[src/hdl/slcr_regs.vh]
/*
  Register map, field layout and timing constants of the lane 2 PHY control bank.
  Assumes a byte-addressed register port; included by the bank modules.
*/
`ifndef SLCR_REGS_VH
`define SLCR_REGS_VH

`define SLCR_ADDR_W 20
`define SLCR_OFS_MAC0 20'h130B8
`define SLCR_OFS_MAC2 20'h132B8
`define SLCR_OFS_MAC4 20'h134B8
`define SLCR_OFS_MAC6 20'h136B8
`define SLCR_OFS_IRQ_STATUS 20'h13800
`define SLCR_OFS_IRQ_MASK 20'h13804

`define SLCR_BIT_WEAK 0
`define SLCR_BIT_LOOPBACK 1
`define SLCR_DRV_LSB 2
`define SLCR_DRV_MSB 3
`define SLCR_PREEMPH_LSB 4
`define SLCR_PREEMPH_MSB 7
`define SLCR_TRIM_LSB 8
`define SLCR_TRIM_MSB 11
`define SLCR_BIT_LANE_POWER_DOWN 12
`define SLCR_BIT_LRST 13
`define SLCR_BIT_PLLRST 14
`define SLCR_BIT_FRMOFF 15
`define SLCR_WMASK 32'h0000FFFE
`define SLCR_RESET_VAL 32'h00000000
`define SLCR_DRV_RESERVED 2'h3

`define SLCR_LOOPBACK_WAIT_NS 500
`define SLCR_CLK_PERIOD_NS 10
`define SLCR_LOOPBACK_WAIT_CYC ((`SLCR_LOOPBACK_WAIT_NS + `SLCR_CLK_PERIOD_NS - 1) / `SLCR_CLK_PERIOD_NS)

`endif

[src/hdl/slcr_bank.v]
/*
  Lane 2 PHY control bank: four lane registers, one per even MAC, plus
  interrupt status and mask. Assumes a synchronous register port with
  one-cycle strobes and the lane status inputs synchronous to clock.
*/
`timescale 1ns/100ps
`include "slcr_regs.vh"

// How it works
// - Bit 0 reads weak signal, read-only
// - Bit 1 loops lane transmit to receive
// - Bits 2-3 select nominal driver current
// - Bits 4-7 set pre-emphasis ratio
// - Bits 8-11 trim the driver current
// - Bit 12 powers the lane down
// - Lane power-down leaves port state alone
// - Bit 13 holds lane logic in reset
// - Bit 14 resets shared lane 2/3 PLL
// - PLL reset is writable in all four lanes
// - Bit 15 disables framer, for bit tests
// - Four copies at the four printed offsets

module slcr_bank #(
  parameter NUM_MAC = 4,
  parameter LOOPBACK_WAIT_CYC = `SLCR_LOOPBACK_WAIT_CYC
) (
  input wire clock,
  input wire rst,
  input wire clkEn,
  input wire [`SLCR_ADDR_W-1:0] addr,
  input wire [31:0] wrData,
  input wire wrStb,
  input wire rdStb,
  output reg [31:0] rdData,
  input wire [NUM_MAC-1:0] weakSignal,
  output reg [NUM_MAC-1:0] loopbackEnable,
  output reg [2*NUM_MAC-1:0] driverCurrentSelect,
  output reg [4*NUM_MAC-1:0] preemphasisLevel,
  output reg [4*NUM_MAC-1:0] driverCurrentTrim,
  output reg [NUM_MAC-1:0] lanePowerDown,
  output reg [NUM_MAC-1:0] laneReset,
  output reg [NUM_MAC-1:0] pllReset,
  output reg [NUM_MAC-1:0] framerOff,
  output reg irq
);
  localparam W_CNT = 16;
  // Status bit layout: per-MAC groups of four
  localparam EV_WEAK = 0;
  localparam EV_LB_UNSAFE = 1;
  localparam EV_RELEASE_EARLY = 2;
  localparam EV_DRV_RSVD = 3;
  localparam EVW = 4 * NUM_MAC;

  reg [EVW-1:0] irqStatus_r;
  reg [EVW-1:0] irqMask_r;
  reg [EVW-1:0] events;
  wire [32*NUM_MAC-1:0] regValues;
  wire [NUM_MAC-1:0] weakRise;
  wire [NUM_MAC-1:0] lbChange;
  wire [NUM_MAC-1:0] hit;
  reg [31:0] rdMux;
  wire statusHit;
  wire maskHit;
  wire [EVW-1:0] irqStatus_nxt;

  assign statusHit = (addr == `SLCR_OFS_IRQ_STATUS);
  assign maskHit = (addr == `SLCR_OFS_IRQ_MASK);

  genvar g;
  generate
    for (g = 0; g < NUM_MAC; g = g + 1) begin : gMac
      localparam [31:0] OFS_FULL = `SLCR_OFS_MAC0 + g * (`SLCR_OFS_MAC2 - `SLCR_OFS_MAC0);
      reg [W_CNT-1:0] settle_r;
      wire [31:0] v;
      wire [`SLCR_ADDR_W-1:0] ofs;
      assign ofs = OFS_FULL[`SLCR_ADDR_W-1:0];
      assign hit[g] = (addr == ofs);
      slcr_lane_reg #(
        .HAS_PLL_RESET(1)
      ) uLane (
        .clock(clock),
        .rst(rst),
        .clkEn(clkEn),
        .wrEn(wrStb & hit[g]),
        .wrData(wrData),
        .weakSignalIn(weakSignal[g]),
        .regValue(v),
        .weakRise(weakRise[g]),
        .loopbackChange(lbChange[g])
      );
      assign regValues[32*g +: 32] = v;

      // Settle counter restarts on each loopback change; checks software timing
      always @(posedge clock or posedge rst) begin
        if (rst) begin
          settle_r <= {W_CNT{1'b0}};
        end else if (clkEn) begin
          if (lbChange[g]) begin
            settle_r <= LOOPBACK_WAIT_CYC[W_CNT-1:0];
          end else if (settle_r != {W_CNT{1'b0}}) begin
            settle_r <= settle_r - {{W_CNT-1{1'b0}}, 1'b1};
          end
        end
      end

      always @* begin
        events[4*g+EV_WEAK] = weakRise[g];
        // Loopback moved while lane not held in reset
        events[4*g+EV_LB_UNSAFE] = lbChange[g] & ~v[`SLCR_BIT_LRST];
        // Lane reset released before the settle time ran out
        events[4*g+EV_RELEASE_EARLY] = clkEn & wrStb & hit[g] & v[`SLCR_BIT_LRST] &
          ~wrData[`SLCR_BIT_LRST] & (settle_r != {W_CNT{1'b0}});
        events[4*g+EV_DRV_RSVD] = clkEn & wrStb & hit[g] &
          (wrData[`SLCR_DRV_MSB:`SLCR_DRV_LSB] == `SLCR_DRV_RESERVED);
      end

      // Fields go to the transceiver through one output register; nothing here feeds port-level disable
      always @(posedge clock or posedge rst) begin
        if (rst) begin
          loopbackEnable[g] <= 1'b0;
          driverCurrentSelect[2*g +: 2] <= 2'h0;
          preemphasisLevel[4*g +: 4] <= 4'h0;
          driverCurrentTrim[4*g +: 4] <= 4'h0;
          lanePowerDown[g] <= 1'b0;
          laneReset[g] <= 1'b0;
          pllReset[g] <= 1'b0;
          framerOff[g] <= 1'b0;
        end else if (clkEn) begin
          loopbackEnable[g] <= v[`SLCR_BIT_LOOPBACK];
          driverCurrentSelect[2*g +: 2] <= v[`SLCR_DRV_MSB:`SLCR_DRV_LSB];
          preemphasisLevel[4*g +: 4] <= v[`SLCR_PREEMPH_MSB:`SLCR_PREEMPH_LSB];
          driverCurrentTrim[4*g +: 4] <= v[`SLCR_TRIM_MSB:`SLCR_TRIM_LSB];
          lanePowerDown[g] <= v[`SLCR_BIT_LANE_POWER_DOWN];
          laneReset[g] <= v[`SLCR_BIT_LRST];
          pllReset[g] <= v[`SLCR_BIT_PLLRST];
          framerOff[g] <= v[`SLCR_BIT_FRMOFF];
        end
      end
    end
  endgenerate

  // Set beats write-one-to-clear in the same cycle
  assign irqStatus_nxt = (irqStatus_r & ~((clkEn & wrStb & statusHit) ? wrData[EVW-1:0] : {EVW{1'b0}})) | events;

  always @(posedge clock or posedge rst) begin
    if (rst) begin
      irqStatus_r <= {EVW{1'b0}};
      irqMask_r <= {EVW{1'b0}};
      irq <= 1'b0;
    end else if (clkEn) begin
      irqStatus_r <= irqStatus_nxt;
      if (wrStb && maskHit) begin
        irqMask_r <= wrData[EVW-1:0];
      end
      irq <= |(irqStatus_nxt & ((wrStb && maskHit) ? wrData[EVW-1:0] : irqMask_r));
    end
  end

  integer i;
  always @* begin
    rdMux = 32'h00000000;
    if (statusHit) begin
      rdMux[EVW-1:0] = irqStatus_r;
    end else if (maskHit) begin
      rdMux[EVW-1:0] = irqMask_r;
    end else begin
      for (i = 0; i < NUM_MAC; i = i + 1) begin
        if (hit[i]) begin
          rdMux = regValues[32*i +: 32];
        end
      end
    end
  end

  // Unmapped addresses read zero
  always @(posedge clock or posedge rst) begin
    if (rst) begin
      rdData <= 32'h00000000;
    end else if (clkEn) begin
      rdData <= rdStb ? rdMux : 32'h00000000;
    end
  end
endmodule

[src/hdl/slcr_lane_reg.v]
/*
  One lane 2 PHY control register with its weak-signal event detector.
  Assumes the top decodes the address and gives one-cycle write strobes.
*/
`timescale 1ns/100ps
`include "slcr_regs.vh"

module slcr_lane_reg #(
  parameter HAS_PLL_RESET = 1
) (
  input wire clock,
  input wire rst,
  input wire clkEn,
  input wire wrEn,
  input wire [31:0] wrData,
  input wire weakSignalIn,
  output wire [31:0] regValue,
  output wire weakRise,
  output wire loopbackChange
);
  reg [15:1] ctrl_r;
  reg weak_r;
  wire [31:0] wmask;
  wire [15:1] ctrl_nxt;

  // Bit 14 only exists where the lane owns the shared PLL
  assign wmask = HAS_PLL_RESET ? `SLCR_WMASK : (`SLCR_WMASK & ~(32'h1 << `SLCR_BIT_PLLRST));
  assign ctrl_nxt = wrEn ? (wrData[15:1] & wmask[15:1]) : ctrl_r;

  always @(posedge clock or posedge rst) begin
    if (rst) begin
      ctrl_r <= 15'h0000;
      weak_r <= 1'b0;
    end else if (clkEn) begin
      ctrl_r <= ctrl_nxt;
      weak_r <= weakSignalIn;
    end
  end

  assign regValue = {16'h0000, ctrl_r, weak_r};
  assign weakRise = clkEn & weakSignalIn & ~weak_r;
  assign loopbackChange = clkEn & wrEn & (ctrl_nxt[`SLCR_BIT_LOOPBACK] != ctrl_r[`SLCR_BIT_LOOPBACK]);
endmodule

[config.mk]
export PLATFORM = sky130hd
export DESIGN_NAME = slcr_bank
export DESIGN_NICKNAME = d
export VERILOG_FILES = /design/src/hdl/slcr_bank.v /design/src/hdl/slcr_lane_reg.v
export VERILOG_INCLUDE_DIRS = /design/src /design/src/hdl
export SDC_FILE = /design/constraint.sdc
export NUM_CORES = 1
export LEC_CHECK = 0
export BUFFER_PORTS_ARGS = -buffer_cell sky130_fd_sc_hd__buf_2
export CAP_MARGIN = 20
export CELL_PAD_IN_SITES_DETAIL_PLACEMENT = 2
export CELL_PAD_IN_SITES_GLOBAL_PLACEMENT = 2
export CORE_MARGIN = 10
export CORE_UTILIZATION = 42
export CTS_BUF_LIST = sky130_fd_sc_hd__clkbuf_2
export DETAILED_ROUTE_END_ITERATION = 16
export PLACE_DENSITY_LB_ADDON = 0.25
export SLEW_MARGIN = 20
export SYNTH_ARGS = -nofsm -noshare
export SYNTH_HDL_FRONTEND = slang
export SYNTH_SLANG_ARGS = --single-unit
export TNS_END_PERCENT = 100
[constraint.sdc]
create_clock -name clock -period 25.5 [get_ports clock]
set_input_delay 5.1 -clock clock [delete_from_list [all_inputs] [get_ports clock]]
set_output_delay 5.1 -clock clock [all_outputs]
set_load 0.01 [all_outputs]
After elaboration in Yosys (flattened, before gate mapping)

Cells that the tools add are included.

Memory bits (writable): 0
ROM bits: 0
Flip-flop bits (word level): 253
Latch bits: 0
Input port bits: 61
Output and inout bits: 93
Memories kept: 0
Logic and storage cells: 167

Div/mod/pow operators: 0
Multiplexer cells: 23
$mul: 0
Equal/unequal tests: 11
Reductions and logical operators: 18
Shift-type cells: 0
Bitwise operators: 59
Add/sub/neg operators: 4
Order comparisons: 0

Operators with widths:

| operator                                               | number |
|---|---|
| 2-to-1 mux 16 bit                                      | 16 |
| equality test 20 x 17 -> 1 bit (second input constant) | 6 |
| 2-to-1 mux 32 bit                                      | 3 |
| nonzero test 16 bit                                    | 4 |
| subtractor 16 x 1 -> 16 bit (second input constant)    | 4 |
| AND 1 bit                                              | 46 |
| AND 16 bit                                             | 2 |
| inverter 16 bit                                        | 1 |
| bitwise OR 16 bit                                      | 1 |
| AND reduction 2 bit                                    | 8 |
| OR reduction 16 bit                                    | 1 |
| inverter 1 bit                                         | 9 |
| nonzero test 2 bit                                     | 4 |
| 2-to-1 mux 1 bit                                       | 4 |
| != test 1 bit                                          | 4 |
| equality test 2 bit (second input constant)            | 1 |
| logical AND 1 bit                                      | 1 |

Longest topological paths before layout

Gate-level depths: netlist (run 1).

Depth after elaboration: 9
Depth in mapped cells: 10

By module

A second synthesis (run 1) with hierarchy kept.

Cell total of the unflattened synthesis: 1146
Area, all modules: 12645.9 um2

Modules (own cells, without submodules):

| module        | area each (um2) | cells an instance | times used | sequential area each (um2) |
|---|---|---|---|---|
| slcr_bank     | 9487.8          | 914               | 1          | 4729.5 |
| slcr_lane_reg | 789.5           | 58                | 4          | 400.4 |

Worst setup path before layout (run 1)

Ideal clock, no wire load.

Kind: input -> register
Start point: input port addr[9]
End point: register irq
Slack: 18024 ps
Path buffers: 3
Arrival: 7349 ps
Cell stages on the path: 10
Cell sequence: clkbuf_1 -> nor3_2 -> and3_1 -> and3_1 -> buf_2 -> buf_2 -> mux2_2 -> a22oi_1 -> o2111ai_1 -> o32a_1

Cells in the longest elaborated chain, start to end: 9

RTL lines:

| what                           | line               | RTL |
|---|---|---|
| start, declared                | slcr_bank.v:30     | `` input wire [`SLCR_ADDR_W-1:0] addr, `` |
| equality test 20 x 17 -> 1 bit | slcr_bank.v:77     | `assign hit[g] = (addr == ofs);` |
| AND 1 bit                      | slcr_bank.v:84     | `.wrEn(wrStb & hit[g]),` |
| 2-to-1 mux 1 bit               | slcr_lane_reg.v:28 | `assign ctrl_nxt = wrEn ? (wrData[15:1] & wmask[15:1]) : ctrl_r;` |
| != test 1 bit                  | slcr_lane_reg.v:42 | `` assign loopbackChange = clkEn & wrEn & (ctrl_nxt[`SLCR_BIT_LOOPBACK] != ctrl_r[`SLCR_BIT_LOOPBACK]); `` |
| AND 1 bit                      | slcr_lane_reg.v:42 |  |
| AND 1 bit                      | slcr_bank.v:109    | `` events[4*g+EV_LB_UNSAFE] = lbChange[g] & ~v[`SLCR_BIT_LRST]; `` |
| bitwise OR 16 bit              | slcr_bank.v:143    | `assign irqStatus_nxt = (irqStatus_r & ~((clkEn & wrStb & statusHit) ? wrData[EVW-1:0] : {EVW{1'b0}})) \| events ...` |
| AND 16 bit *                   | slcr_bank.v:155    | `irq <= \|(irqStatus_nxt & ((wrStb && maskHit) ? wrData[EVW-1:0] : irqMask_r));` |
| OR reduction 16 bit *          | slcr_bank.v:155    |  |
| end signal, assigned           | slcr_bank.v:155    |  |
| end, declared                  | slcr_bank.v:44     | `output reg irq` |

Mark *: on every way between the ends. The rest lies on a longest branch, timed or not.
A chain may end at the register's enable or synchronous reset.

Worst setup path after layout (run 1)

Start point: input port addr[4]
End point: register irq

The elaborated chain is that of the path after synthesis.

==> key figures, run 1 <==
Floorplanning
  – Die outline height: 182 um
  – Core region area: 26000 um^2
  – Die Footprint: 33300 um^2
  – Num rows: 59
  – Starting density of the core: 42.6%
  – Die Wd: 182 um
  – I/O pin total: 154

Placement
  – Place WS: 16.58 ns
  – IO buf count: 121
  – DP HPWL: 23.5 mm
  – Placement Cell Area: 11900 um^2
  – RD Place Congestion: 0.828

STA
  – Worst slew pin tran: 0.958 ns
  – RSZ-0062 raised after global routing: no
  – Achievable Freq: 0.123 GHz
  – Setup TNS: 0 ns
  – Min setup slack post-route: 17.37 ns
  – Slew Limit Fails: 0
  – Final period util: 31.9%
  – Slew HR: 35.2%
  – Tmin final: 8.13 ns
  – Final number of setup-violating endpoints: 0
  – Post-route clock skew: 0.0837 ns
  – Final Hold Vio Count: 0
  – Hold slack final: 0.508 ns

Logic synthesis
  – Top_reg_cell synth: dfrtp_1
  – Mapped cell area: 11100 um^2
  – Synth cell types: 71
  – Seq/Total Area, Yosys: 53.5%
  – Async SR Flop Fraction: 100%
  – Synth area leaders: dfrtp_1 54%, mux2_2 13%, nand2_1 4.8%
  – Avg Cell Area, Syn: 11.2 um^2
  – #FFs+latches synth: 237
  – Cell count after synthesis: 986
  – Cell taking the most area after synthesis: dfrtp_1
  – Synth Warn #: 0
  – Synth top area share: 53.5%
  – Post-synth EDFFs: 0

Setup path
  – Reg2reg start: gMac[0].settle_r[0]$_DFFE_PP0P_
  – Critical path arrival: 8.88 ns
  – R2R depth: 9
  – Worst r2r dst: irq$_DFFE_PP0P_
  – WP data required: 26.24 ns
  – Setup CP Type: in2reg
  – Critical path fanouts, max: 13
  – R2r setup slk: 22.36 ns
  – CP Capture Type: register
  – CP Launch Type: input port

Worst hold path
  – Depth of the worst hold-timing path: 2
  – Hold Path Sink: gMac[1].uLane.ctrl_r[5]$_DFFE_PP0P_
  – Hold/Removal Path Class: reg2reg
  – Hold path startpoint: gMac[1].uLane.ctrl_r[5]$_DFFE_PP0P_

Route
  – Routed wire per std cell: 24.0 um
  – DRC viols: 0
  – Met3 wire length: 2.50 mm
  – Met2 WL post-DR: 17.9 mm
  – Via Count: 8648
  – Vias/cell: 5.69
  – DRT Wirelength: 36.6 mm
  – Drt pass-1 iters: 5
  – Routed Antenna Nets: 0
  – Top Layer Used: met4
  – Metal-1 WL: 15.2 mm
  – Number of DRC markers in iteration 0: 517

Cells and area
  – Storage cell area: 5930 um^2
  – Nets@finish: 1206
  – Fill cells: 2752
  – Share of cells above drive strength 1: 32.8%
  – Synth-to-Final Area Change: 13.3%
  – Multi-input gate area: 4800 um^2
  – Commonest non-fill, non-tap cell in the layout: dfrtp_1
  – Final std cell area, no fill: 12600 um^2
  – Most frequent cells in the layout: 237 x dfrtp_1, 141 x nand2_1, 130 x mux2_2, 120 x buf_2, 93 x clkbuf_2

Global route
  – First-pass GRT wire length: 58.9 mm
  – Initial antenna violation count: 1
  – Largest net degree at the start of global routing: 105
  – GR Util All Layers: 22.2%
  – Grt ovf: 0
  – Number of global-route vias before repair: 10000

Clock network
  – Clock insertion delay at the later pin of the skew report: 0.85 ns
  – Sink Count: 237
  – Post-cts sizing count: 0
  – H-tree depth: 3
  – CTS Root Buffer Type: clkbuf_2
  – Hold-fix buffers at CTS: 0
  – Clk slew on worst S/H paths: 0.12 ns
  – CTS tree: done
  – Setup bufs post-CTS: 0
  – Total CTS buffers: 66
  – Max clock buf depth: 3

Flow run
  – Max-cap violations: 0

Pwr
  – Leakage: 6.33 nW
  – Peak VDD IR: 0.0353 mV
  – Power Total: 0.922 mW
  – PD cells: 73.4 nW/um^2

Status
  – Outcome: complete, no violations
[kinds of logic (layout without fill, tap and decap cells)]
kind of cell | after synthesis | count (layout) | share of synthesized area [%]
AND/OR/NAND/NOR | 350 | 350 | 15.8
XOR/XNOR | 58 | 58 | 4.59
buffers and inverters | 81 | 265 | 4.05
flip-flops | 237 | 237 | 53.5
adder cells (fa/ha/maj) | 4 | 4 | 0.452
multiplexers | 135 | 135 | 13.7
AO/OA/AOI/OAI | 120 | 120 | 7.92
other | 1 | 17 | 0.0339
[stage by stage]
| step | utilization, % | instances |
|---|---|---|
| floorplan | - | 1001 |
| global placement | 45.8 | 1408 |
| detailed placement | 45.8 | 1408 |
| CTS | 48.3 | 1520 |
| global route | 48.3 | 1521 |
| finish | 48.3 | 1521 |
[per-layer routing]
metal,track usage (%),up-vias
li1,-,3814
met1,27.0,4474
met3,5.99,81
met4,8.10,0
met2,37.0,279
met5,0,-
[how the worst max path moves through the flow]
stage          cells past startpoint  slack (ns)     from                                 end
2_1_floorplan                      1       13.90      rst  driverCurrentSelect[0]$_DFFE_PP0P_
3_3_place_gp                       8       16.72  addr[4]                     irq$_DFFE_PP0P_
3_5_place_dp                       8       16.58  addr[4]                     irq$_DFFE_PP0P_
4_1_cts                            8       17.43  addr[4]                     irq$_DFFE_PP0P_
5_1_grt                            8       17.32  addr[4]                     irq$_DFFE_PP0P_
6_report                           8       17.37  addr[4]                     irq$_DFFE_PP0P_
[area by class of cell]
class / count / share of cell area (%)
inverters: 21 / 0.688
clock inverters: 19 / 1.32
repair buffers: 132 / 5.50
flip-flops and latches: 237 / 47.2
clock buffers: 93 / 3.71
diodes: 1 / 0.0199
well taps: 335 / 3.34
multi-input cells: 683 / 38.2
[where the power goes]
group          leakage (nW)  switching [mW]  internal [mW]
logic                  2.68          0.0833         0.0637
registers              3.19          0.0512          0.424
clock network         0.458           0.172          0.128
total                  6.33           0.306          0.616
[flip-flops by register name, indices dropped and copies added, names as in the netlist]
signal	cells
preemphasisLevel	16
lanePowerDown	4
irqMask_r	16
gMac.uLane.weak_r	4
pllReset	4
irqStatus_r	16
loopbackEnable	4
driverCurrentSelect	8
irq	1
gMac.settle_r	64
framerOff	4
laneReset	4
rdData	16
driverCurrentTrim	16
gMac.uLane.ctrl_r	60
[worst max-delay path, stage by stage]
cell and delay (ns):
buf_2 0.10, nor4_1 0.63, and4b_1 0.69, and3_1 0.77, mux2_2 0.41, a222oi_1 0.54, o2111ai_1 0.24, o32a_1 0.36
[cell usage after synthesis, types with 3 or more instances]
cell type	n
or4_1	7
nand3b_1	4
buf_2	4
xnor2_1	32
nor3_1	13
clkbuf_8	3
nand3_1	11
o21ai_0	35
and3_1	7
a21o_1	3
mux2_2	130
inv_1	20
o211ai_1	3
nand4_1	23
nor2_1	74
buf_4	17
nand4b_1	3
or2b_1	3
buf_6	3
a21boi_0	18
nand2_1	141
or3_1	11
a22oi_1	20
clkbuf_1	30
nand2b_1	3
xor2_1	26
mux2i_1	5
nor4_1	19
dfrtp_1	237
a222oi_1	17
and4b_1	3
a21oi_1	5
nor3b_1	3
ha_1	4
Power figures use the tool's default switching activity.
==> inputs of run 2 (changes only) <==
--- a/config.mk
+++ b/config.mk
@@ -11,7 +11,7 @@
 export CELL_PAD_IN_SITES_DETAIL_PLACEMENT = 2
 export CELL_PAD_IN_SITES_GLOBAL_PLACEMENT = 2
 export CORE_MARGIN = 10
-export CORE_UTILIZATION = 42
+export CORE_UTILIZATION = 39
 export CTS_BUF_LIST = sky130_fd_sc_hd__clkbuf_2
 export DETAILED_ROUTE_END_ITERATION = 16
 export PLACE_DENSITY_LB_ADDON = 0.25
==> constraint.sdc (replaced) <==
create_clock -name clock -period 8.45 [get_ports clock]
set_input_delay 1.69 -clock clock [delete_from_list [all_inputs] [get_ports clock]]
set_output_delay 1.69 -clock clock [all_outputs]
set_load 0.01 [all_outputs]
==> key figures, run 2 (synthesis results as in run 1) <==
Status
  – Outcome: complete, no violations

Setup path
  – Setup CP Type: in2reg
  – Reg2reg start: gMac[0].settle_r[1]$_DFFE_PP0P_
  – Crit path capture: irq$_DFFE_PP0P_
  – Critical path fanouts, max: 34
  – R2r setup slk: 5.35 ns
  – CP Cell Sequence: buf_4 -> clkinv_1 -> nor3b_1 -> nand4_1 -> a32o_1 -> a22oi_1 -> o2111ai_1 -> o32a_1
  – Worst Setup SP: clkEn
  – WP data required: 9.18 ns
  – CP Capture Type: register
  – R2R depth: 9
  – Critical-path top delay cell: nor3b_1
  – Crit-path max cell delay: 1.06 ns
  – Worst r2r dst: irq$_DFFE_PP0P_
  – CP Launch Type: input port
  – Critical path arrival: 5.26 ns

Clock network
  – Clock insertion delay at the later pin of the skew report: 0.84 ns
  – Max clock buf depth: 3
  – Sink Count: 237
  – Total CTS buffers: 68
  – CTS Root Buffer Type: clkbuf_2
  – Hold-fix buffers at CTS: 0
  – CTS tree: done
  – Post-cts sizing count: 0
  – Clk slew on worst S/H paths: 0.09 ns
  – Setup bufs post-CTS: 0
  – H-tree depth: 3

Cells and area
  – Synth-to-Final Area Change: 13.1%
  – Nets@finish: 1209
  – Share of cells above drive strength 1: 32.7%
  – Commonest non-fill, non-tap cell in the layout: dfrtp_1
  – Max reg flops: 64
  – Non-filler instance count after layout: 1557
  – Most frequent cells in the layout: 237 x dfrtp_1, 141 x nand2_1, 130 x mux2_2, 120 x buf_2, 93 x clkbuf_2
  – Biggest regs: gMac.settle_r (64), gMac.uLane.ctrl_r (60)
  – Biggest register: gMac.settle_r

STA
  – Final number of setup-violating endpoints: 0
  – Final period util: 53.7%
  – Final Hold Vio Count: 0
  – Slew HR: 21.5%
  – RSZ-0062 raised after global routing: no
  – Post-route clock skew: 0.0713 ns
  – Achievable Freq: 0.220 GHz
  – Slew Limit Fails: 0
  – Tmin final: 4.54 ns
  – Worst slew pin tran: 1.18 ns
  – Setup TNS: 0 ns

Pwr
  – Sequential Power Share: 52.9%
  – Leakage: 6.30 nW
  – Clock Power Share: 30.7%
  – Peak VDD IR: 0.0929 mV
  – Pint: 1.80 mW
  – Sw Pwr: 0.912 mW
  – Comb pwr share: 16.3%
  – Switch share: 33.7%
  – PD cells: 216 nW/um^2

Floorplanning
  – I/O pin total: 154
  – Num rows: 61
  – Core region area: 27900 um^2
  – Die outline height: 189 um
  – Starting density of the core: 39.7%
  – Die Footprint: 35500 um^2
  – Die Wd: 189 um

Global route
  – GR Util All Layers: 19.5%
  – Grt ovf: 0
  – Number of global-route vias before repair: 9686
  – Largest net degree at the start of global routing: 96
  – Initial antenna violation count: 1
  – First-pass GRT wire length: 55.6 mm

Route
  – Number of DRC markers in iteration 0: 577
  – DRT Wirelength: 34.7 mm
  – Drt pass-1 iters: 8
  – Vias/cell: 5.50
  – Routed wire per std cell: 22.3 um
  – Via Count: 8566
  – DRC viols: 0
  – Routed Antenna Nets: 0

Placement
  – Dpl cells: 1452
  – DP HPWL: 23.4 mm
  – RD Place Congestion: 0.786
  – IO buf count: 121

Flow run
  – Max-cap violations: 0

Worst hold path
  – Hold/Removal Path Class: reg2reg
[run 2: how the worst min path moves through the flow]
stage / end / slack (ns) / depth (start not counted) / from
2_1_floorplan: gMac[1].uLane.ctrl_r[10]$_DFFE_PP0P_ / 0.45 / 2 / gMac[1].uLane.ctrl_r[10]$_DFFE_PP0P_
3_3_place_gp: gMac[1].uLane.ctrl_r[5]$_DFFE_PP0P_ / 0.48 / 2 / gMac[1].uLane.ctrl_r[5]$_DFFE_PP0P_
3_5_place_dp: framerOff[1]$_DFFE_PP0P_ / 0.49 / 1 / framerOff[1]$_DFFE_PP0P_
4_1_cts: lanePowerDown[3]$_DFFE_PP0P_ / 0.51 / 1 / lanePowerDown[3]$_DFFE_PP0P_
5_1_grt: preemphasisLevel[0]$_DFFE_PP0P_ / 0.53 / 1 / preemphasisLevel[0]$_DFFE_PP0P_
6_report: preemphasisLevel[1]$_DFFE_PP0P_ / 0.51 / 1 / preemphasisLevel[1]$_DFFE_PP0P_
[run 2: worst max-delay path: cells and delay by family]
family          cells  cell delay, ns
buf+inv             2            1.07
compound gates      4            1.17
simple gates        2            1.31
[run 2: area by class of cell]
type,count,area (um^2)
inverters,21,86.3
flip-flops and latches,237,5930
diodes,1,2.50
clock inverters,11,91.3
well taps,378,473
repair buffers,133,702
clock buffers,93,465
multi-input cells,683,4780
fillers,2969,15400
[run 2: layer usage]
layer	wire, um	up-vias	track usage, %	part of all wire, %
li1	-	3810	-	-
met1	15300	4493	24.7	44
met2	16900	211	31.8	49
met3	1860	52	5.06	5.4
met4	614	0	6.29	1.8
met5	0	-	0	0
[run 2: through the flow]
stage	setup slack, ns	area [um^2]	power (mW)	hold WS [ns]	utilization [%]
detailed placement	3.13	12000	1.90	0.491	42.8
global route	3.85	12500	2.91	0.529	44.9
finish	3.91	12500	2.71	0.508	44.9
floorplan	0.257	11100	1.76	0.454	-
CTS	3.99	12500	2.76	0.514	44.8
global placement	3.12	12000	1.86	0.479	42.8
[run 2: power by group through the flow]
stage	logic, mW	clock network, mW	registers, mW
after floorplan	0.346	0	1.41
after global routing	0.512	0.932	1.46
final	0.443	0.832	1.43
after detailed placement	0.445	0	1.45
after global placement	0.420	0	1.44
after CTS	0.450	0.872	1.43
==> inputs of run 3 (changes only) <==
--- a/config.mk
+++ b/config.mk
@@ -11,7 +11,7 @@
 export CELL_PAD_IN_SITES_DETAIL_PLACEMENT = 2
 export CELL_PAD_IN_SITES_GLOBAL_PLACEMENT = 2
 export CORE_MARGIN = 10
-export CORE_UTILIZATION = 39
+export CORE_UTILIZATION = 35
 export CTS_BUF_LIST = sky130_fd_sc_hd__clkbuf_2
 export DETAILED_ROUTE_END_ITERATION = 16
 export PLACE_DENSITY_LB_ADDON = 0.25
==> constraint.sdc (replaced) <==
create_clock -name clock -period 3.8 [get_ports clock]
set_input_delay 0.76 -clock clock [delete_from_list [all_inputs] [get_ports clock]]
set_output_delay 0.76 -clock clock [all_outputs]
set_load 0.01 [all_outputs]
==> key figures, run 3 (synthesis results as in run 1) <==
Status
  – Outcome: complete, no violations

STA
  – Final number of setup-violating endpoints: 0
  – Worst slew pin tran: 0.870 ns
  – Setup TNS: 0 ns
  – Slew Limit Fails: 0
  – Post-route clock skew: 0.0674 ns
  – Achievable Freq: 0.323 GHz
  – Slew HR: 41.9%
  – Final Hold Vio Count: 0
  – Final period util: 81.5%
  – Tmin final: 3.10 ns
  – RSZ-0062 raised after global routing: no

Floorplanning
  – Num rows: 65
  – Die Wd: 198 um
  – Die Footprint: 39200 um^2
  – Core region area: 31400 um^2
  – Die outline height: 198 um
  – I/O pin total: 154
  – Starting density of the core: 35.3%

Placement
  – IO buf count: 121
  – DP HPWL: 24.8 mm
  – RD Place Congestion: 0.799

Pwr
  – Power Total: 6.06 mW
  – Leakage: 6.44 nW
  – PD cells: 473 nW/um^2
  – Peak VDD IR: 0.175 mV

Cells and area
  – Synth-to-Final Area Change: 15.6%
  – Biggest register: gMac.settle_r
  – Nets@finish: 1234
  – Share of cells above drive strength 1: 34.1%
  – Most frequent cells in the layout: 237 x dfrtp_1, 141 x nand2_1, 130 x mux2_2, 120 x buf_2, 95 x clkbuf_2
  – Biggest regs: gMac.settle_r (64), gMac.uLane.ctrl_r (60)
  – Max reg flops: 64
  – Commonest non-fill, non-tap cell in the layout: dfrtp_1
  – Post-Route Utilization: 40.8%

Route
  – DRC viols: 0
  – DRT Wirelength: 35.5 mm
  – Vias/cell: 5.32
  – Routed wire per std cell: 22.0 um
  – Drt pass-1 iters: 5
  – Via Count: 8591
  – Routed Antenna Nets: 0
  – Number of DRC markers in iteration 0: 402

Global route
  – GR Util All Layers: 18.4%
  – Initial antenna violation count: 2
  – Grt ovf: 0
  – First-pass GRT wire length: 56.4 mm
  – Largest net degree at the start of global routing: 51
  – Number of global-route vias before repair: 9719

Setup path
  – Critical path fanouts, max: 3
  – Critical path arrival: 3.82 ns
  – WP data required: 4.52 ns
  – CP Launch Type: register
  – Setup CP Type: reg2reg
  – R2r setup slk: 0.70 ns
  – CP Capture Type: register
  – R2R depth: 9

Flow run
  – Max-cap violations: 0

Clock network
  – CTS tree: done
  – H-tree depth: 3
  – Sink Count: 237
  – Setup bufs post-CTS: 0
  – CTS Root Buffer Type: clkbuf_2
  – Post-cts sizing count: 0
  – Clk slew on worst S/H paths: 0.09 ns
  – Hold-fix buffers at CTS: 0
  – Clock insertion delay at the later pin of the skew report: 0.85 ns
  – Total CTS buffers: 68
  – Max clock buf depth: 3

Worst hold path
  – Hold/Removal Path Class: in2async
[run 3: cell types whose count changed in the layout (fill, tap and decap cells not counted), sizes merged]
cell      change
buf          +25
clkinvlp      +3
clkbuf        +2
clkinv        +2
diode         +1
[run 3: where the power goes]
group / internal [mW] / total, mW / switching, mW
sequential: 2.84 / 3.18 / 0.334
clock: 0.740 / 1.89 / 1.15
combinational: 0.441 / 0.995 / 0.554
[run 3: layout make-up]
class	instances	area, um^2
Antenna cell	2	5.00
Multi-Input combinational cell	683	4780
Fill cell	3372	18600
Inverter	21	82.6
Clock buffer	95	475
Sequential cell	237	5930
Clock inverter	16	108
Timing Repair Buffer	158	923
Tap cell	402	503
[run 3: stage by stage]
stage | hold WS (ns) | setup WS, ns | instance area (um^2) | std cells
2_1_floorplan | 0.454 | -0.0659 | 11100 | 1001
3_3_place_gp | 0.481 | 0.361 | 12200 | 1501
3_5_place_dp | 0.487 | 0.209 | 12200 | 1501
4_1_cts | 0.0478 | 0.683 | 12800 | 1612
5_1_grt | 0.0550 | 0.548 | 12800 | 1614
6_report | 0.0839 | 0.702 | 12800 | 1614
[run 3: worst max-delay path: stages, from the launching register on]
cell and delay (ns):
dfrtp_1 0.41, inv_1 0.07, ha_1 0.19, or4b_2 0.59, or4_4 0.46, or4b_1 0.23, a22oi_1 0.13, a2111oi_2 0.30
o2111ai_1 0.21, o32a_1 0.39
[run 3: metal layers]
| metal | global-route usage [%] | share of wire, % | vias up |
|---|---|---|---|
| li1 | - | - | 3873 |
| met1 | 23.4 | 45 | 4489 |
| met2 | 29.9 | 48 | 190 |
| met3 | 5.02 | 5.4 | 37 |
| met4 | 5.24 | 1.4 | 2 |
| met5 | 0 | 0.034 | - |
[run 3: worst paths after layout]
check,start,end
worst max-delay path,gMac[0].settle_r[0]$_DFFE_PP0P_,irq$_DFFE_PP0P_
worst min-delay path,rst,gMac[1].settle_r[9]$_DFFE_PP0P_
worst max register to register,gMac[0].settle_r[0]$_DFFE_PP0P_,irq$_DFFE_PP0P_
worst min register to register,gMac[3].uLane.ctrl_r[11]$_DFFE_PP0P_,gMac[3].uLane.ctrl_r[11]$_DFFE_PP0P_
max in group asynchronous,rst,driverCurrentSelect[5]$_DFFE_PP0P_
min in group clock,weakSignal[1],gMac[1].uLane.weak_r$_DFFE_PP0P_
